### config.mk
export PLATFORM = sky130hd
export DESIGN_NAME = tx_nrzi_mlt3_line_encoder
export DESIGN_NICKNAME = d
export VERILOG_FILES = /design/src/design/line_enc_pkg.sv /design/src/design/tx_nrzi_mlt3_line_encoder.sv /design/src/design/skid_buf2.sv
export SDC_FILE = /design/constraint.sdc
export NUM_CORES = 1
export LEC_CHECK = 0
export ABC_AREA = 1
export BUFFER_PORTS_ARGS = -buffer_cell sky130_fd_sc_hd__buf_2
export CAP_MARGIN = 20
export CORE_MARGIN = 3
export CORE_UTILIZATION = 42
export CTS_CLUSTER_SIZE = 30
export DETAILED_ROUTE_END_ITERATION = 7
export GPL_TIMING_DRIVEN = 0
export PLACE_DENSITY = 0.66
export SYNTH_ARGS = -nofsm -noshare
export SYNTH_HDL_FRONTEND = slang
export SYNTH_SLANG_ARGS = --single-unit
### constraint.sdc
create_clock -name i_clk -period 2 [get_ports i_clk]
set_input_delay 0.1 -clock i_clk [delete_from_list [all_inputs] [get_ports i_clk]]
set_output_delay 0.1 -clock i_clk [all_outputs]
set_load 0.01 [all_outputs]
### src/design/line_enc_pkg.sv
// package for the transmit line encoder: code groups, levels, widths
// assumes one symbol clock; all users import the whole package
package line_enc_pkg;

  // ==========================================================================
  // code group widths
  localparam int unsigned NIBBLE_W = 4;
  localparam int unsigned GROUP_W  = 5;

  // ==========================================================================
  // control code groups
  localparam logic [4:0] CG_IDLE   = 5'h1F;
  localparam logic [4:0] CG_SSD1   = 5'h18;
  localparam logic [4:0] CG_SSD2   = 5'h11;
  localparam logic [4:0] CG_ESD1   = 5'h0D;
  localparam logic [4:0] CG_ESD2   = 5'h07;
  localparam logic [4:0] CG_TXERR  = 5'h04;

  // ==========================================================================
  // scrambler
  localparam int unsigned  SCR_W     = 11;
  localparam logic [10:0]  SCR_SEED  = 11'h7FF;

  // ==========================================================================
  // reset values
  localparam logic        NRZI_RST  = 1'b0;
  localparam logic        DIR_UP    = 1'b1;

  // two-bit level code given to the analogue driver
  typedef enum logic [1:0] {
    LVL_LOW  = 2'b00,
    LVL_MID  = 2'b01,
    LVL_HIGH = 2'b10
  } mlt3_lvl_t;

  // ==========================================================================
  // nibble to code group
  function automatic logic [4:0] enc4b5b(input logic [3:0] nib);
    logic [4:0] cg;
    cg = 5'h1E;
    unique case (nib)
      4'h0: cg = 5'h1E;
      4'h1: cg = 5'h09;
      4'h2: cg = 5'h14;
      4'h3: cg = 5'h15;
      4'h4: cg = 5'h0A;
      4'h5: cg = 5'h0B;
      4'h6: cg = 5'h0E;
      4'h7: cg = 5'h0F;
      4'h8: cg = 5'h12;
      4'h9: cg = 5'h13;
      4'hA: cg = 5'h16;
      4'hB: cg = 5'h17;
      4'hC: cg = 5'h1A;
      4'hD: cg = 5'h1B;
      4'hE: cg = 5'h1C;
      4'hF: cg = 5'h1D;
    endcase
    return cg;
  endfunction : enc4b5b

endpackage : line_enc_pkg

### src/design/tx_nrzi_mlt3_line_encoder.sv
// transmit line encoder: 4b/5b mapping, delimiters, scrambling,
// serialisation, nrzi and three-level mlt3 level output
// assumes the mac side presents one nibble per request on the same clock,
// and the line driver takes one level per enabled symbol slot
//
// Notes on behaviour
// - in 100 Mbit copper mode the nrzi stream is turned into mlt3 levels for the driver.
// - each one bit toggles the nrzi level.
// - each zero bit leaves the nrzi level alone.
// - mlt3 uses exactly three levels, low, middle and high, as a two-bit code.
// - each nrzi transition moves mlt3 one step, direction from its state; else it holds.
// - from low, transitions go to middle and then to high.
// - from high, the next transition goes down to middle.
// - from middle on the way down the next transition goes low, and the cycle repeats.
// - code groups are scrambled before nrzi and mlt3 coding.
// - each data nibble maps to a fixed five-bit code group.
// - frames start with 11000 then 10001, and 11111 is sent as idle.
// - frames end with 01101 then 00111, and 00100 marks a transmit error.
`timescale 1ns/1ps
module tx_nrzi_mlt3_line_encoder
  import line_enc_pkg::*;
#(
  parameter bit SCRAMBLE = 1'b1
) (
  input  wire logic       i_clk,
  input  wire logic       i_rst_n,
  input  wire logic       i_tx_en,
  input  wire logic       i_tx_er,
  input  wire logic [3:0] i_txd,
  input  wire logic       i_nib_valid,
  output logic            o_nib_ready,
  input  wire logic       i_sym_en,
  output logic            o_line_en,
  output logic [1:0]      o_mlt3_lvl,
  output logic            o_nrzi
);

  // ==========================================================================
  // frame framing state
  typedef enum logic [2:0] {
    ST_IDLE, ST_SSD2, ST_DATA, ST_ESD2
  } frm_t;

  frm_t       frm_q;
  frm_t       frm_d;
  logic [4:0] cg_d;
  logic       cg_v;
  logic       take;
  wire        buf_rdy;

  // nibble mapping, start and idle, end and error
  always_comb begin
    frm_d = frm_q;
    cg_d  = CG_IDLE;
    take  = 1'b0;
    cg_v  = 1'b1;
    unique case (frm_q)
      ST_IDLE: begin
        if (i_nib_valid && i_tx_en) begin
          cg_d  = CG_SSD1;
          frm_d = ST_SSD2;
        end
      end
      ST_SSD2: begin
        cg_d  = CG_SSD2;
        frm_d = ST_DATA;
      end
      ST_DATA: begin
        if (!i_nib_valid) begin
          cg_v = 1'b0;
        end else if (i_tx_en) begin
          take = 1'b1;
          cg_d = i_tx_er ? CG_TXERR : enc4b5b(i_txd);
        end else begin
          cg_d  = CG_ESD1;
          frm_d = ST_ESD2;
        end
      end
      ST_ESD2: begin
        cg_d  = CG_ESD2;
        frm_d = ST_IDLE;
      end
    endcase
  end

  wire adv      = cg_v && buf_rdy;
  wire nib_acc  = take && adv && o_nib_ready;
  wire buf_in_v = cg_v && (take ? nib_acc : 1'b1);
  wire buf_push = buf_in_v && buf_rdy;

  always_ff @(posedge i_clk or negedge i_rst_n) begin
    if (!i_rst_n) frm_q <= ST_IDLE;
    else if (adv) frm_q <= frm_d;
  end

  // nibbles outside a frame are consumed silently; ready is registered, so inside a
  // frame it only rises when nothing went in this cycle and room is sure at the next edge
  always_ff @(posedge i_clk or negedge i_rst_n) begin
    if (!i_rst_n) o_nib_ready <= 1'b0;
    else o_nib_ready <= buf_rdy && (!i_tx_en || (frm_q == ST_DATA && !buf_push));
  end

  // ==========================================================================
  // two-entry buffer between framing and serialiser
  wire       buf_v;
  wire [4:0] buf_cg;
  logic      ser_rdy;

  skid_buf2 #(.WIDTH(GROUP_W)) u_buf (
    .i_clk   (i_clk),
    .i_rst_n (i_rst_n),
    .i_valid (buf_in_v),
    .o_ready (buf_rdy),
    .i_data  (cg_d),
    .o_valid (buf_v),
    .i_ready (ser_rdy),
    .o_data  (buf_cg)
  );

  // ==========================================================================
  // serialiser, msb first, one bit per symbol enable
  logic [4:0] sh_q;
  logic [2:0] bcnt_q;
  wire        load = i_sym_en && (bcnt_q == 3'h0);
  assign ser_rdy = load;

  always_ff @(posedge i_clk or negedge i_rst_n) begin
    if (!i_rst_n) begin
      sh_q   <= CG_IDLE;
      bcnt_q <= 3'h0;
    end else if (load) begin
      sh_q   <= buf_v ? buf_cg : CG_IDLE;
      bcnt_q <= 3'h4;
    end else if (i_sym_en) begin
      sh_q   <= {sh_q[3:0], 1'b0};
      bcnt_q <= bcnt_q - 3'h1;
    end
  end

  wire [4:0] cur_cg = load ? (buf_v ? buf_cg : CG_IDLE) : {sh_q[3:0], 1'b0};
  wire       raw_bit = cur_cg[4];

  // ==========================================================================
  // scramble before line coding
  logic [10:0] lfsr_q;
  wire         lfsr_fb = lfsr_q[10] ^ lfsr_q[8];
  wire         scr_bit = SCRAMBLE ? (raw_bit ^ lfsr_fb) : raw_bit;

  always_ff @(posedge i_clk or negedge i_rst_n) begin
    if (!i_rst_n) lfsr_q <= SCR_SEED;
    else if (i_sym_en) lfsr_q <= {lfsr_q[9:0], lfsr_fb};
  end

  // ==========================================================================
  // nrzi and mlt3
  logic      nrzi_q;
  logic      dir_q;
  mlt3_lvl_t lvl_q;
  mlt3_lvl_t lvl_d;
  logic      dir_d;
  logic      line_en_q;
  wire       step = i_sym_en && scr_bit;

  // one step per transition, up from low, reverse at top, to low
  always_comb begin
    lvl_d = lvl_q;
    dir_d = dir_q;
    if (step) begin
      unique case (lvl_q)
        LVL_LOW: begin
          lvl_d = LVL_MID;
          dir_d = DIR_UP;
        end
        LVL_MID: lvl_d = dir_q ? LVL_HIGH : LVL_LOW;
        LVL_HIGH: begin
          lvl_d = LVL_MID;
          dir_d = ~DIR_UP;
        end
        default: lvl_d = LVL_MID;
      endcase
    end
  end

  // reset levels; toggle on one, hold on zero
  always_ff @(posedge i_clk or negedge i_rst_n) begin
    if (!i_rst_n) begin
      nrzi_q    <= NRZI_RST;
      lvl_q     <= LVL_MID;
      dir_q     <= DIR_UP;
      line_en_q <= 1'b0;
    end else begin
      nrzi_q    <= nrzi_q ^ step;
      lvl_q     <= lvl_d;
      dir_q     <= dir_d;
      line_en_q <= i_sym_en;
    end
  end

  assign o_mlt3_lvl = lvl_q;
  assign o_nrzi     = nrzi_q;
  assign o_line_en  = line_en_q;

  // ==========================================================================
  // checks
  property p_nrzi_one;
    @(posedge i_clk) disable iff (!i_rst_n) step |=> (o_nrzi != $past(o_nrzi));
  endproperty
  a_nrzi_one: assert property (p_nrzi_one) else $error("nrzi did not toggle");

  property p_nrzi_zero;
    @(posedge i_clk) disable iff (!i_rst_n) !step |=> $stable(o_nrzi);
  endproperty
  a_nrzi_zero: assert property (p_nrzi_zero) else $error("nrzi changed on zero");

  property p_three;
    @(posedge i_clk) disable iff (!i_rst_n) o_mlt3_lvl != 2'h3;
  endproperty
  a_three: assert property (p_three) else $error("illegal mlt3 code");

  property p_track;
    @(posedge i_clk) disable iff (!i_rst_n) (o_nrzi != $past(o_nrzi)) == !$stable(o_mlt3_lvl);
  endproperty
  a_track: assert property (p_track) else $error("mlt3 not tied to nrzi");

  // helper: level held before the latest change, so climbing and falling middles differ;
  // reset counts as coming from low, since the encoder starts at middle heading up
  mlt3_lvl_t from_lvl_q;

  always_ff @(posedge i_clk or negedge i_rst_n) begin
    if (!i_rst_n) from_lvl_q <= LVL_LOW;
    else if (lvl_d != lvl_q) from_lvl_q <= lvl_q;
  end

  property p_rise;
    @(posedge i_clk) disable iff (!i_rst_n) (o_mlt3_lvl == LVL_LOW && step) |=> o_mlt3_lvl == LVL_MID;
  endproperty
  a_rise: assert property (p_rise) else $error("no step up from low");

  // middle on the way up goes high
  property p_up;
    @(posedge i_clk) disable iff (!i_rst_n)
      (o_mlt3_lvl == LVL_MID && from_lvl_q == LVL_LOW && step) |=> o_mlt3_lvl == LVL_HIGH;
  endproperty
  a_up: assert property (p_up) else $error("no climb from low");

  property p_top;
    @(posedge i_clk) disable iff (!i_rst_n) (o_mlt3_lvl == LVL_HIGH && step) |=> o_mlt3_lvl == LVL_MID;
  endproperty
  a_top: assert property (p_top) else $error("no fall from high");

  // middle on the way down goes low
  property p_down;
    @(posedge i_clk) disable iff (!i_rst_n)
      (o_mlt3_lvl == LVL_MID && from_lvl_q == LVL_HIGH && step) |=> o_mlt3_lvl == LVL_LOW;
  endproperty
  a_down: assert property (p_down) else $error("no fall to low");

  property p_start;
    @(posedge i_clk) disable iff (!i_rst_n)
      (frm_q == ST_IDLE && frm_d == ST_SSD2 && adv) |=> frm_q == ST_SSD2;
  endproperty
  a_start: assert property (p_start) else $error("start pair broken");

  c_tx: cover property (@(posedge i_clk) disable iff (!i_rst_n) frm_q == ST_DATA);
  c_end: cover property (@(posedge i_clk) disable iff (!i_rst_n) frm_q == ST_ESD2);
  c_hi: cover property (@(posedge i_clk) disable iff (!i_rst_n) o_mlt3_lvl == LVL_HIGH);

endmodule : tx_nrzi_mlt3_line_encoder

### src/design/skid_buf2.sv
// two-entry valid/ready buffer
// assumes same clock on both sides
`timescale 1ns/1ps
module skid_buf2
  import line_enc_pkg::*;
#(
  parameter int unsigned WIDTH = 5
) (
  input  wire logic             i_clk,
  input  wire logic             i_rst_n,
  input  wire logic             i_valid,
  output logic                  o_ready,
  input  wire logic [WIDTH-1:0] i_data,
  output logic                  o_valid,
  input  wire logic             i_ready,
  output logic      [WIDTH-1:0] o_data
);

  if (WIDTH < 1) begin : g_bad_width
    $error("skid_buf2: WIDTH must be positive");
  end

  logic [WIDTH-1:0] mem_q [2];
  logic             rd_q;
  logic             wr_q;
  logic [1:0]       cnt_q;
  wire              push = i_valid && (cnt_q != 2'h2);
  wire              pop  = (cnt_q != 2'h0) && i_ready;

  assign o_ready = (cnt_q != 2'h2);
  assign o_valid = (cnt_q != 2'h0);
  assign o_data  = mem_q[rd_q];

  always_ff @(posedge i_clk or negedge i_rst_n) begin
    if (!i_rst_n) begin
      cnt_q <= 2'h0;
      rd_q  <= 1'b0;
      wr_q  <= 1'b0;
    end else begin
      if (push) wr_q <= ~wr_q;
      if (pop) rd_q <= ~rd_q;
      cnt_q <= cnt_q + {1'b0, push} - {1'b0, pop};
    end
  end

  always_ff @(posedge i_clk) begin
    if (push) mem_q[wr_q] <= i_data;
  end

endmodule : skid_buf2

* Word-level counts from Yosys, hierarchy flattened *
Memory sizes are Yosys's and may differ from the RTL's.
Index checks and enable logic that the tools add are counted.

operators by class
  bitwise operators = 5
  mux-type cells = 26
  add/subtract/negate cells = 3
  eq/ne operators = 9
  reductions and logical operators = 22

operator list
  cell                                                 number
  2-to-1 mux 5 bit                                     5
  case mux 5 bit (4 select lines)                      1
  2-to-1 mux 3 bit                                     6
  case mux 3 bit (4 select lines)                      1
  logical AND 1 bit                                    11
  2-to-1 mux 1 bit                                     8
  2-to-1 mux 4 bit                                     2
  != test 2 bit, second input constant                 4
  equality test 3 x 2 -> 1 bit, second input constant  2
  logical NOT 3 bit                                    2
  nonzero test 2 bit                                   3
  2-to-1 mux 2 bit                                     2
  AND reduction 4 bit                                  1
  equality test 3 x 1 -> 1 bit, second input constant  1
  subtractor 3 x 1 -> 3 bit, second input constant     1
  XOR 1 bit                                            3
  adder 2 x 1 -> 2 bit                                 1
  equality test 2 x 1 -> 1 bit, second input constant  1
  equality test 2 bit, second input constant           1
  logical NOT 1 bit                                    2
  logical NOT 2 bit                                    1
  NOT 1 bit                                            2
  case mux 1 bit (2 select lines)                      1
  AND reduction 2 bit                                  1
  2 further kinds                                      2

word-level totals
  register bits = 31
  memory bits (writable) = 10
  input port bits = 10
  memory bits (read-only) = 80
  word-level logic and storage cells = 79
  memories = 2

memory list
  name              words  width  rd ports  clocked after Yosys merged registers in  write ports  line                RTL
  (name not given)  16     5      1         0                                        0            line_enc_pkg.sv:41  unique case (nib)
  u_buf.mem_q       2      5      1         0                                        1            skid_buf2.sv:23     logic [WIDTH-1:0] mem_q [2];

* Longest topological paths before layout *
Gate-level depths: netlist (run 1).

  word-level depth = 12
  depth in mapped cells = 11
  gate-level depth less buffers = 11

* Modules after synthesis *
From an unflattened synthesis (run 1), not the netlist that was laid out.

second synthesis, totals
  cells, all modules = 238
  area, all modules = 2009.4 um2

modules (own cells, without submodules)
  module                     cells each  area an instance (um2)  sequential area each (um2)  instances
  tx_nrzi_mlt3_line_encoder  181         1416.4                  671.9                       1
  skid_buf2                  57          593.1                   400.4                       1

* Worst setup path before layout (run 1) *
OpenSTA, ideal clock, no wires.

  path kind = register -> register
  from = register bcnt_q[0]
  to = register u_buf.cnt_q[0]
  cell stages (with the launch flop) = 10
  clock period less this slack = 1.642 ns
  buffers on the path = 0
  arrival = 1.516 ns
  path slack = 0.358 ns
  required time = 1.874 ns
  cells stage by stage = dfrtp_1 inv_1 ha_1 nand2_4 nor2_8 nand2_1 inv_1 ha_1 inv_1 ha_1

between the ends
  longest elaborated chain between the ends = 4

RTL lines
  item                       line                              RTL
  from (decl)                tx_nrzi_mlt3_line_encoder.sv:123  logic [2:0] bcnt_q;
  from (signal assigned)     tx_nrzi_mlt3_line_encoder.sv:136  bcnt_q <= bcnt_q - 3'h1;
  logical NOT 3 bit          tx_nrzi_mlt3_line_encoder.sv:124  wire load = i_sym_en && (bcnt_q == 3'h0);
  logical AND 1 bit          tx_nrzi_mlt3_line_encoder.sv:124
  logical AND 1 bit          skid_buf2.sv:28                   wire pop = (cnt_q != 2'h0) && i_ready;
  net u_buf.pop              skid_buf2.sv:28
  subtractor 2 x 1 -> 2 bit  skid_buf2.sv:42                   cnt_q <= cnt_q + {1'b0, push} - {1'b0, pop};
  to (signal assigned)       skid_buf2.sv:42
  to (decl)                  skid_buf2.sv:26                   logic [1:0] cnt_q;

The timed path passes the listed nets, and every way through them passes these cells.
A chain may end at the register's enable or synchronous reset.

* Worst setup path in the final report (run 1) *
  from = register frm_q[0]
  to = memory u_buf.mem_q[0][0] (enable)

between the ends
  longest elaborated chain between the ends = 10

RTL lines
  item                                        line                             RTL
  from (decl)                                 tx_nrzi_mlt3_line_encoder.sv:44  frm_t frm_q;
  from (signal assigned)                      tx_nrzi_mlt3_line_encoder.sv:93  else if (adv) frm_q <= frm_d;
  equality test 3 x 2 -> 1 bit (*)            tx_nrzi_mlt3_line_encoder.sv:57  unique case (frm_q)
  2-to-1 mux 1 bit                            tx_nrzi_mlt3_line_encoder.sv:57
  logical AND 1 bit                           tx_nrzi_mlt3_line_encoder.sv:86  wire adv = cg_v && buf_rdy;
  logical AND 1 bit (2 in series)             tx_nrzi_mlt3_line_encoder.sv:87  wire nib_acc = take && adv && o_nib_ready;
  2-to-1 mux 1 bit                            tx_nrzi_mlt3_line_encoder.sv:88  wire buf_in_v = cg_v && (take ? nib_acc : 1'b1);
  logical AND 1 bit (*)                       tx_nrzi_mlt3_line_encoder.sv:88
  logical AND 1 bit (*)                       skid_buf2.sv:27                  wire push = i_valid && (cnt_q != 2'h2);
  2-to-1 mux 1 bit (*)                        skid_buf2.sv:47                  if (push) mem_q[wr_q] <= i_data;
  2-to-1 mux 1 bit (not written as such) (*)  skid_buf2.sv:47
  to (decl)                                   skid_buf2.sv:23

Every way passes the cells marked *; elsewhere a longest branch is shown, timed or not.

==> results of run 1 <==
## area by class of cell
type | count | area (sq um)
clock buffers | 7 | 97.6
inverters | 35 | 134
fillers | 417 | 2220
clock inverters | 1 | 5.00
plain buffers | 4 | 22.5
multi-input cells | 143 | 801
repair buffers | 16 | 90.1
flip-flops and latches | 40 | 1070
well taps | 52 | 65.1
## placed cells by master, fill, tap and decap left out
cell,n
nand2_1,55
inv_1,33
nor2_1,17
dfstp_2,17
buf_2,14
o21ai_0,13
dfrtp_1,13
nand3_1,11
a21oi_1,11
edfxtp_1,10
ha_1,9
clkbuf_8,5
nand2_4,4
clkbuf_1,4
o22ai_1,3
xnor2_1,2
nand3_4,2
o21ai_1,2
xor2_1,2
dlygate4sd3_1,2
buf_6,1
nor2_8,1
or2_2,1
o2111ai_1,1
o211ai_1,1
a31oi_1,1
a31o_2,1
a21boi_0,1
inv_2,1
inv_4,1
nand2_2,1
nand3b_1,1
nor2_2,1
a211oi_1,1
nand4_1,1
clkinv_2,1
clkbuf_16,1
## how the worst min path moves through the flow
| stage | end | slack [ns] | cells past startpoint |
|---|---|---|---|
| 4_1_cts | o_nib_ready$_DFF_PN0_ | 0.05 | 2 |
| 5_1_grt | o_nib_ready$_DFF_PN0_ | 0.05 | 2 |
| 6_report | o_nib_ready$_DFF_PN0_ | 0.06 | 2 |
| 3_5_place_dp | bcnt_q[0]$_DFFE_PN0P_ | 0.17 | 1 |
| 3_3_place_gp | bcnt_q[0]$_DFFE_PN0P_ | 0.17 | 1 |
| 2_1_floorplan | bcnt_q[0]$_DFFE_PN0P_ | -0.20 | 0 |
## kinds of logic (layout without fill, tap and decap cells)
kind of cell | Yosys count | in the layout | share of synthesized area [%]
DFF | 40 | 40 | 52.9
and+or+nand+nor | 95 | 95 | 22.5
buffers and inverters | 39 | 63 | 7.72
AOI/OAI and AO/OA | 35 | 35 | 9.63
xor gates and xnor gates | 4 | 4 | 1.73
adders and majority gates | 9 | 9 | 5.56
## critical path: stages (launching register included)
cell	delay (ns)
dfrtp_1	0.41
inv_1	0.12
ha_1	0.22
nand2_1	0.07
nand2_1	0.06
a31o_2	0.26
nor2_1	0.36
## state kept, by name, indices dropped and copies added, names as in the netlist
name,cells
u_buf.wr_q,1
u_buf.rd_q,1
o_mlt3_lvl,2
u_buf.mem_q,10
frm_q,2
o_nrzi,1
bcnt_q,3
lfsr_q,11
o_nib_ready,1
dir_q,1
sh_q,4
o_line_en,1
u_buf.cnt_q,2
## stage by stage
step / area (sq um) / hold slack [ns] / instances / setup WS (ns)
CTS: 2280 / 0.0487 / 298 / 0.120
finish: 2290 / 0.0569 / 298 / 0.157
detailed placement: 2160 / 0.168 / 288 / 0.127
global route: 2290 / 0.0544 / 298 / 0.0159
floorplan: 2030 / -0.196 / 222 / 0.358
global placement: 2160 / 0.167 / 288 / 0.172
## power by group
| part | switching, W | total (W) | internal [W] |
|---|---|---|---|
| combinational | 0.000735 | 0.00118 | 0.000445 |
| clock | 0.000268 | 0.000588 | 0.000320 |
| sequential | 0.000170 | 0.00147 | 0.00130 |
## timing repair
action	in CTS	in global routing
resized for setup	0	1
endpoints found under the setup margin	0	3
hold buffers	2	0
hold endpoints to repair	14	0
setup buffers	0	0
## metal layers
layer / share of wire [%] / routed length, microns / track usage [%]
met5: 0 / 0 / 0
met4: 1.5 / 51 / 6.60
met3: 3.0 / 100 / 3.56
met2: 45 / 1500 / 20.2
met1: 50 / 1680 / 18.2
==> metrics.txt, run 1 <==
post-layout util=50.8%; reg2reg setup slack=0.16 ns; pwr dens=1410 nW/um^2; root buffer cell=clkbuf_8; Worst VDD drop=869 uV; final setup violation count=0; Final min period=1.84 ns; initial detailed-routing violation count=83; Total Power=0.00324 W; Synth area leaders=dfstp_2 (22%), dfrtp_1 (16%), edfxtp_1 (15%); RD Place Congestion=0.808; CTS tree=yes; CTS Buf Count=5; clk slew on worst S/H paths=0.07 ns; Critical Path End Type=flop; Fin. Hold Viols=0; reg2reg end=u_buf.mem_q[0][0]$_DFFE_PP_; top-count cell post-synth=nand2_1; CTS sink count=40; initial antenna violation count=0; Avg WL per Cell=11.2 microns; synth-to-layout area growth=12.8%; dpl hpwl=2430 microns; fmax=0.543 GHz; worst-margin pin slew=0.651 ns; P_leak=1.10 nW; sequential-to-total area share from yosys stat=52.9%; Critical Path End=u_buf.mem_q[0][0]$_DFFE_PP_; worst path required time=1.94 ns; Fin Clk Skew=0.00833 ns; drt pass-1 iters=4; RSZ-0062 raised after global routing=no; global-route wire length before repair=5800 microns; cell depth of the worst flop-to-flop path=6; # diodes=0; Chip Height=75.5 microns; Worst EP arrival=1.78 ns; Vias=1,434; ys flop type=dfstp_2; Yosys cell types=31; Avg Cell Area, Syn=9.13 sq um; core area=4500 sq um; Detail Route Antenna Nets=0; worst r2r src=frm_q[0]$_DFFE_PN0P_; vias in the first global route=1,333; top post-synthesis cells by count=nand2_1 (55), inv_1 (33), nor2_1 (18); Max-Cap Viols=0; post-synth top area share=22.0%; Max-slew headroom=56.6%; asr flop ratio synth=75.0%; CP Class=flop to flop; latest clock arrival within the worst-skew pair=0.29 ns; Worst Setup Start Kind=flop; io pins=15; status=completed; syn_nets=241; Die W=75.5 microns; Post-Syn Area=2030 sq um; starting density of the core=45.0%; routed vias/inst=4.81; leading area contributor after synthesis=dfstp_2; DIE AREA=5700 sq um; Post-Route WL=3330 microns; GRT Residual Overflow=0; fin. max-slew vios=0; row cnt=24; TNS Setup=0 ns; Post-synth EDFFs=10; Final period util=92.1%; Worst Hold Class=primary input to flop; Bufs on Longest Clock Path=2; Post-route DRC=0; CP Launch Point=frm_q[0]$_DFFE_PN0P_; Synth Instances=222; crit path max fanout=5; Nets=264; H-tree Lvls=2; share of layout cells above drive strength 1=21.1%; PortBufs=14; Hold Startpoint=i_tx_en; Tot GR Track Use=13.5%; Synth Warn #=0; Synth Register Bits=40; largest net degree at the start of global routing=31
Power figures use the tool's default switching activity.
==> run 2, diff against run 1 <==
--- a/config.mk
+++ b/config.mk
@@ -8,7 +8,6 @@
 export ABC_AREA = 1
 export BUFFER_PORTS_ARGS = -buffer_cell sky130_fd_sc_hd__buf_2
 export CAP_MARGIN = 20
-export CORE_MARGIN = 3
 export CORE_UTILIZATION = 42
 export CTS_CLUSTER_SIZE = 30
 export DETAILED_ROUTE_END_ITERATION = 7
==> metrics.txt, run 2 (same netlist as run 1, synthesis figures left out) <==
status=completed; TNS Setup=0 ns (unchanged); DIE AREA=5110 sq um (-10%); Critical Path End Type=flop; final setup violation count=0 (unchanged); Final period util=91.7% (-0.45 points); P_leak=1.09 nW (-0.71%); io pins=15 (unchanged); synth-to-layout area growth=12.1%; root buffer cell=clkbuf_8; met1 usage=20.9% (+2.6 points); post-placement cell area=2160 sq um (unchanged); crit path max fanout=5 (unchanged); initial antenna violation count=0 (unchanged); H-tree Lvls=2 (unchanged); Vias=1,458 (+1.7%); core area=4500 sq um (unchanged); routed vias/inst=4.89 (+1.7%); Bufs on Longest Clock Path=2 (unchanged); Storage cell area=1070 sq um (unchanged); Max-slew headroom=55.7% (-0.94 points); largest net degree at the start of global routing=31 (unchanged); global-route wire length before repair=5990 microns (+3.3%); share of layout cells above drive strength 1=20.3% (-0.81 points); CTS Buf Count=5 (unchanged); clk slew on worst S/H paths=0.07 ns (about the same); vias in the first global route=1,372 (+2.9%); Fill cells=435 (+4.3%); area of the multi-input gates=798 sq um (-0.31%); fin. max-slew vios=0 (unchanged); Hold Startpoint=i_tx_en; CTS sink count=40 (unchanged); GR met3 Demand/Resource=3.38% (-0.19 points); commonest non-fill, non-tap cell in the layout=nand2_1; worst r2r src=frm_q[0]$_DFFE_PN0P_; non-filler instance count after layout=298 (unchanged); hold depth=2 (unchanged); RSZ-0062 raised after global routing=no; Max-Cap Viols=0 (unchanged); Worst Setup Start Kind=flop; drt pass-1 iters=4 (unchanged); dpl hpwl=2430 microns (about the same); Worst VDD drop=682 uV (-22%); Nets=264 (unchanged); Post-Route WL=3270 microns (-1.7%); RD Place Congestion=0.863 (+6.8%); Fin Clk Skew=0.00441 ns (-0.00392 ns); design area=2270 sq um (-0.66%); Detail Route Antenna Nets=0 (unchanged); cell depth of the worst flop-to-flop path=6 (unchanged); fmax=0.545 GHz (+0.49%); latest clock arrival within the worst-skew pair=0.29 ns (about the same); max FFs per register=11 (unchanged); Post-CTS Setup Bufs=0 (unchanged); Avg WL per Cell=11.0 microns (-1.7%); PortBufs=14 (unchanged); CTS tree=yes; worst-margin pin slew=0.665 ns (+0.0141 ns); Fin. Hold Viols=0 (unchanged); most flop-heavy register=lfsr_q; CP Launch Point=frm_q[0]$_DFFE_PN0P_; Worst Hold Class=primary input to flop; # diodes=0 (unchanged); Worst EP arrival=1.77 ns (about the same); commonest non-fill, non-tap cells in the layout=nand2_1 (55), inv_1 (33), nor2_1 (18); GRT Residual Overflow=0 (unchanged); Die W=71.5 microns (-5.3%); Post-route DRC=0 (unchanged); GRT busiest layer=met2; Top Registers=lfsr_q (11), u_buf.mem_q (10), sh_q (4); initial detailed-routing violation count=65 (-22%); worst path required time=1.94 ns (about the same); pwr dens=1390 nW/um^2 (-1.4%); Chip Height=71.5 microns (-5.3%); M2 GR Usage=23.2% (+2.9 points); Tot GR Track Use=15.1% (+1.6 points); row cnt=24 (unchanged); placed insts=288 (unchanged); starting density of the core=45.0% (unchanged); CP Class=flop to flop; Final min period=1.83 ns (-0.00901 ns)
[run 2: power breakdown]
group / switching, W / internal [W]
logic: 0.000724 / 0.000442
clock network: 0.000258 / 0.000281
registers: 0.000165 / 0.00130
total: 0.00115 / 0.00202
[run 2: final cells by class]
type,count,share of cell area (%)
multi-input combinational,143,35.1
tap,52,2.86
timing repair buffer,16,3.96
inverter,35,5.89
buffer,4,0.991
clock buffer,8,3.96
sequential,40,47.2
[run 2: worst max-delay path, cell delays in order, from the launching register on]
cell,delay [ns]
dfrtp_1,0.40
inv_1,0.11
ha_1,0.22
nand2_1,0.06
nand2_1,0.07
a31o_2,0.26
nor2_1,0.37
[run 2: routing by layer]
layer / vias to the layer above / share of wire (%)
met4: 0 / 1.8
met1: 675 / 51
li1: 762 / -
met3: 7 / 2.4
met2: 14 / 45
met5: - / 0
[run 2: repair_timing]
action,4_1_cts,5_1_grt
hold endpoints to repair,14,0
gates resized for setup,0,0
hold buffers,2,0
setup endpoints to repair,0,0
[run 2: through the flow]
step | worst slack, ns | utilization [%] | hold WS (ns) | total power (W)
2_1_floorplan | 0.358 | - | -0.196 | 0.00238
3_3_place_gp | 0.164 | 48.0 | 0.167 | 0.00263
3_5_place_dp | 0.130 | 48.0 | 0.173 | 0.00267
4_1_cts | 0.121 | 50.4 | 0.0517 | 0.00323
5_1_grt | 0.00253 | 50.4 | 0.0610 | 0.00345
6_report | 0.166 | 50.4 | 0.0553 | 0.00317
[run 2: final timing paths]
check,slack [ns],to
setup / recovery,0.17,u_buf.mem_q[0][3]$_DFFE_PP_
hold / removal,0.06,o_nib_ready$_DFF_PN0_
setup reg to reg,0.17,u_buf.mem_q[0][3]$_DFFE_PP_
hold reg to reg,0.47,dir_q$_DFFE_PN1P_
max in group asynchronous,1.19,frm_q[0]$_DFFE_PN0P_
min in group asynchronous,0.38,bcnt_q[0]$_DFFE_PN0P_
==> run 3, diff against run 2 <==
--- a/config.mk
+++ b/config.mk
@@ -13,6 +13,7 @@
 export DETAILED_ROUTE_END_ITERATION = 7
 export GPL_TIMING_DRIVEN = 0
 export PLACE_DENSITY = 0.66
+export REMOVE_ABC_BUFFERS = 1
 export SYNTH_ARGS = -nofsm -noshare
 export SYNTH_HDL_FRONTEND = slang
 export SYNTH_SLANG_ARGS = --single-unit
==> metrics.txt, run 3 (same netlist as run 1, synthesis figures left out) <==
status=completed; clk slew on worst S/H paths=0.07 ns (about the same); Post-route DRC=0 (unchanged); global-route wire length before repair=5840 microns (-2.4%); Vias=1,400 (-4.0%); Hold Startpoint=i_tx_en; Fin Clk Skew=0.00360 ns (-0.000813 ns); Max-Cap Viols=0 (unchanged); met1 usage=18.5% (-2.4 points); CTS Buf Count=5 (unchanged); latest clock arrival within the worst-skew pair=0.29 ns (about the same); DIE AREA=5110 sq um (unchanged); Avg WL per Cell=10.7 microns (-2.2%); Post-Route WL=3140 microns (-3.9%); Tot GR Track Use=14.9% (-0.27 points); RSZ-0062 raised after global routing=no; Chip Height=71.5 microns (unchanged); dpl hpwl=2310 microns (-4.8%); Worst Hold Class=primary input to flop; GRT busiest layer=met2; TNS Setup=0 ns (unchanged); Detail Route Antenna Nets=0 (unchanged); share of layout cells above drive strength 1=20.3% (about the same); Worst Setup Start Kind=flop; routed vias/inst=4.78 (-2.3%); PortBufs=14 (unchanged); Final period util=91.1% (-0.59 points); Top Registers=lfsr_q (11), u_buf.mem_q (10), sh_q (4); synth-to-layout area growth=10.1%; worst r2r src=bcnt_q[0]$_DFFE_PN0P_; Worst VDD drop=870 uV (+28%); CP Class=flop to flop; GRT Residual Overflow=0 (unchanged); worst-margin pin slew=0.674 ns (+0.00873 ns); P_leak=1.08 nW (-1.6%); Nets=259 (-1.9%); M2 GR Usage=23.9% (+0.74 points); Bufs on Longest Clock Path=2 (unchanged); vias in the first global route=1,367 (-0.36%); fmax=0.549 GHz (+0.64%); row cnt=24 (unchanged); commonest non-fill, non-tap cell in the layout=nand2_1; starting density of the core=45.0% (unchanged); initial detailed-routing violation count=45 (-31%); Worst EP arrival=2.03 ns (+0.26 ns); most flop-heavy register=lfsr_q; final setup violation count=0 (unchanged); largest net degree at the start of global routing=39 (+26%); GR met3 Demand/Resource=4.22% (+0.84 points); cell depth of the worst flop-to-flop path=10 (+4); io pins=15 (unchanged); drt pass-1 iters=4 (unchanged); Fin. Hold Viols=0 (unchanged); Die W=71.5 microns (unchanged); initial antenna violation count=0 (unchanged); max FFs per register=11 (unchanged); hold endpoint=o_nib_ready$_DFF_PN0_; core area=4500 sq um (unchanged); worst path required time=2.21 ns (+0.27 ns); CTS sink count=40 (unchanged); Critical Path End Type=flop; # diodes=0 (unchanged); reg2reg setup slack=0.18 ns (about the same); Final min period=1.82 ns (-0.0117 ns); commonest non-fill, non-tap cells in the layout=nand2_1 (55), inv_1 (33), nor2_1 (18); post_cts resized=0 (unchanged); crit path max fanout=8 (+3); pwr dens=1400 nW/um^2 (+0.61%); hold depth=2 (unchanged); root buffer cell=clkbuf_8; Max-slew headroom=55.1% (-0.58 points); fin. max-slew vios=0 (unchanged); reg2reg end=u_buf.cnt_q[1]$_DFF_PN0_; Fill cells=409 (-6.0%); CTS tree=yes; H-tree Lvls=2 (unchanged); RD Place Congestion=0.812 (-5.9%); Hold Slack=0.0586 ns (+0.00327 ns)
## run 3: changes by cell type in the layout (fill, tap and decap cells not counted), sizes merged
cell	change
clkinv	+1
buf	-1
clkbuf	-4
dlygate4sd3	-1
## run 3: power by group
| part | internal [W] | leakage, nW | switching [W] |
|---|---|---|---|
| combinational | 0.000440 | 0.608 | 0.000725 |
| sequential | 0.00130 | 0.425 | 0.000163 |
| clock | 0.000245 | 0.0422 | 0.000259 |
## run 3: area by class of cell
type	instances	area, sq um	area share, %
multi-input combinational	143	798	35.8
tap	52	65.1	2.92
clock inverter	1	5.00	0.224
inverter	35	134	6.00
clock buffer	7	76.3	3.42
sequential	40	1070	48.1
timing repair buffer	15	80.1	3.59
## run 3: timing repair
item / in CTS / in global routing
buffers inserted: 0 / 0
hold buffers: 1 / 0
endpoints found under the hold margin: 13 / 0
endpoints found under the setup margin: 0 / 0
## run 3: worst max-delay path, stage by stage, from the launching register on
cell and delay, ns:
dfrtp_1 0.36, inv_1 0.10, ha_1 0.21, nand2_4 0.08, nor2_8 0.19, nand2_1 0.16, inv_1 0.09, ha_1 0.23
inv_1 0.06, ha_1 0.14, xnor2_1 0.11
## run 3: worst max path at each step
stage / cells after the start / end / startpoint / slack, ns
after detailed placement: 10 / u_buf.cnt_q[1]$_DFF_PN0_ / bcnt_q[0]$_DFFE_PN0P_ / 0.17
after CTS: 10 / u_buf.cnt_q[1]$_DFF_PN0_ / bcnt_q[0]$_DFFE_PN0P_ / 0.15
after global routing: 9 / u_buf.cnt_q[0]$_DFF_PN0_ / bcnt_q[0]$_DFFE_PN0P_ / 0.006
after floorplan: 9 / u_buf.cnt_q[0]$_DFF_PN0_ / bcnt_q[0]$_DFFE_PN0P_ / 0.36
final: 10 / u_buf.cnt_q[1]$_DFF_PN0_ / bcnt_q[0]$_DFFE_PN0P_ / 0.18
after global placement: 10 / u_buf.cnt_q[1]$_DFF_PN0_ / bcnt_q[0]$_DFFE_PN0P_ / 0.19
## run 3: metal layers
metal  wire length, microns  part of all wire [%]
met2                   1510                    48
met3                    108                   3.4
met4                     55                   1.7
met1                   1470                    47
met5                      0                     0
## run 3: per-stage QoR
step                      setup WS (ns)  cell area, sq um  total power, W  utilization [%]  cells
after floorplan                   0.358              2000         0.00236                -    218
after detailed placement          0.168              2140         0.00265             47.5    284
after CTS                         0.148              2230         0.00317             49.5    293
after global placement            0.187              2140         0.00261             47.5    284
after global routing            0.00570              2230         0.00341             49.5    293
final                             0.178              2230         0.00313             49.5    293
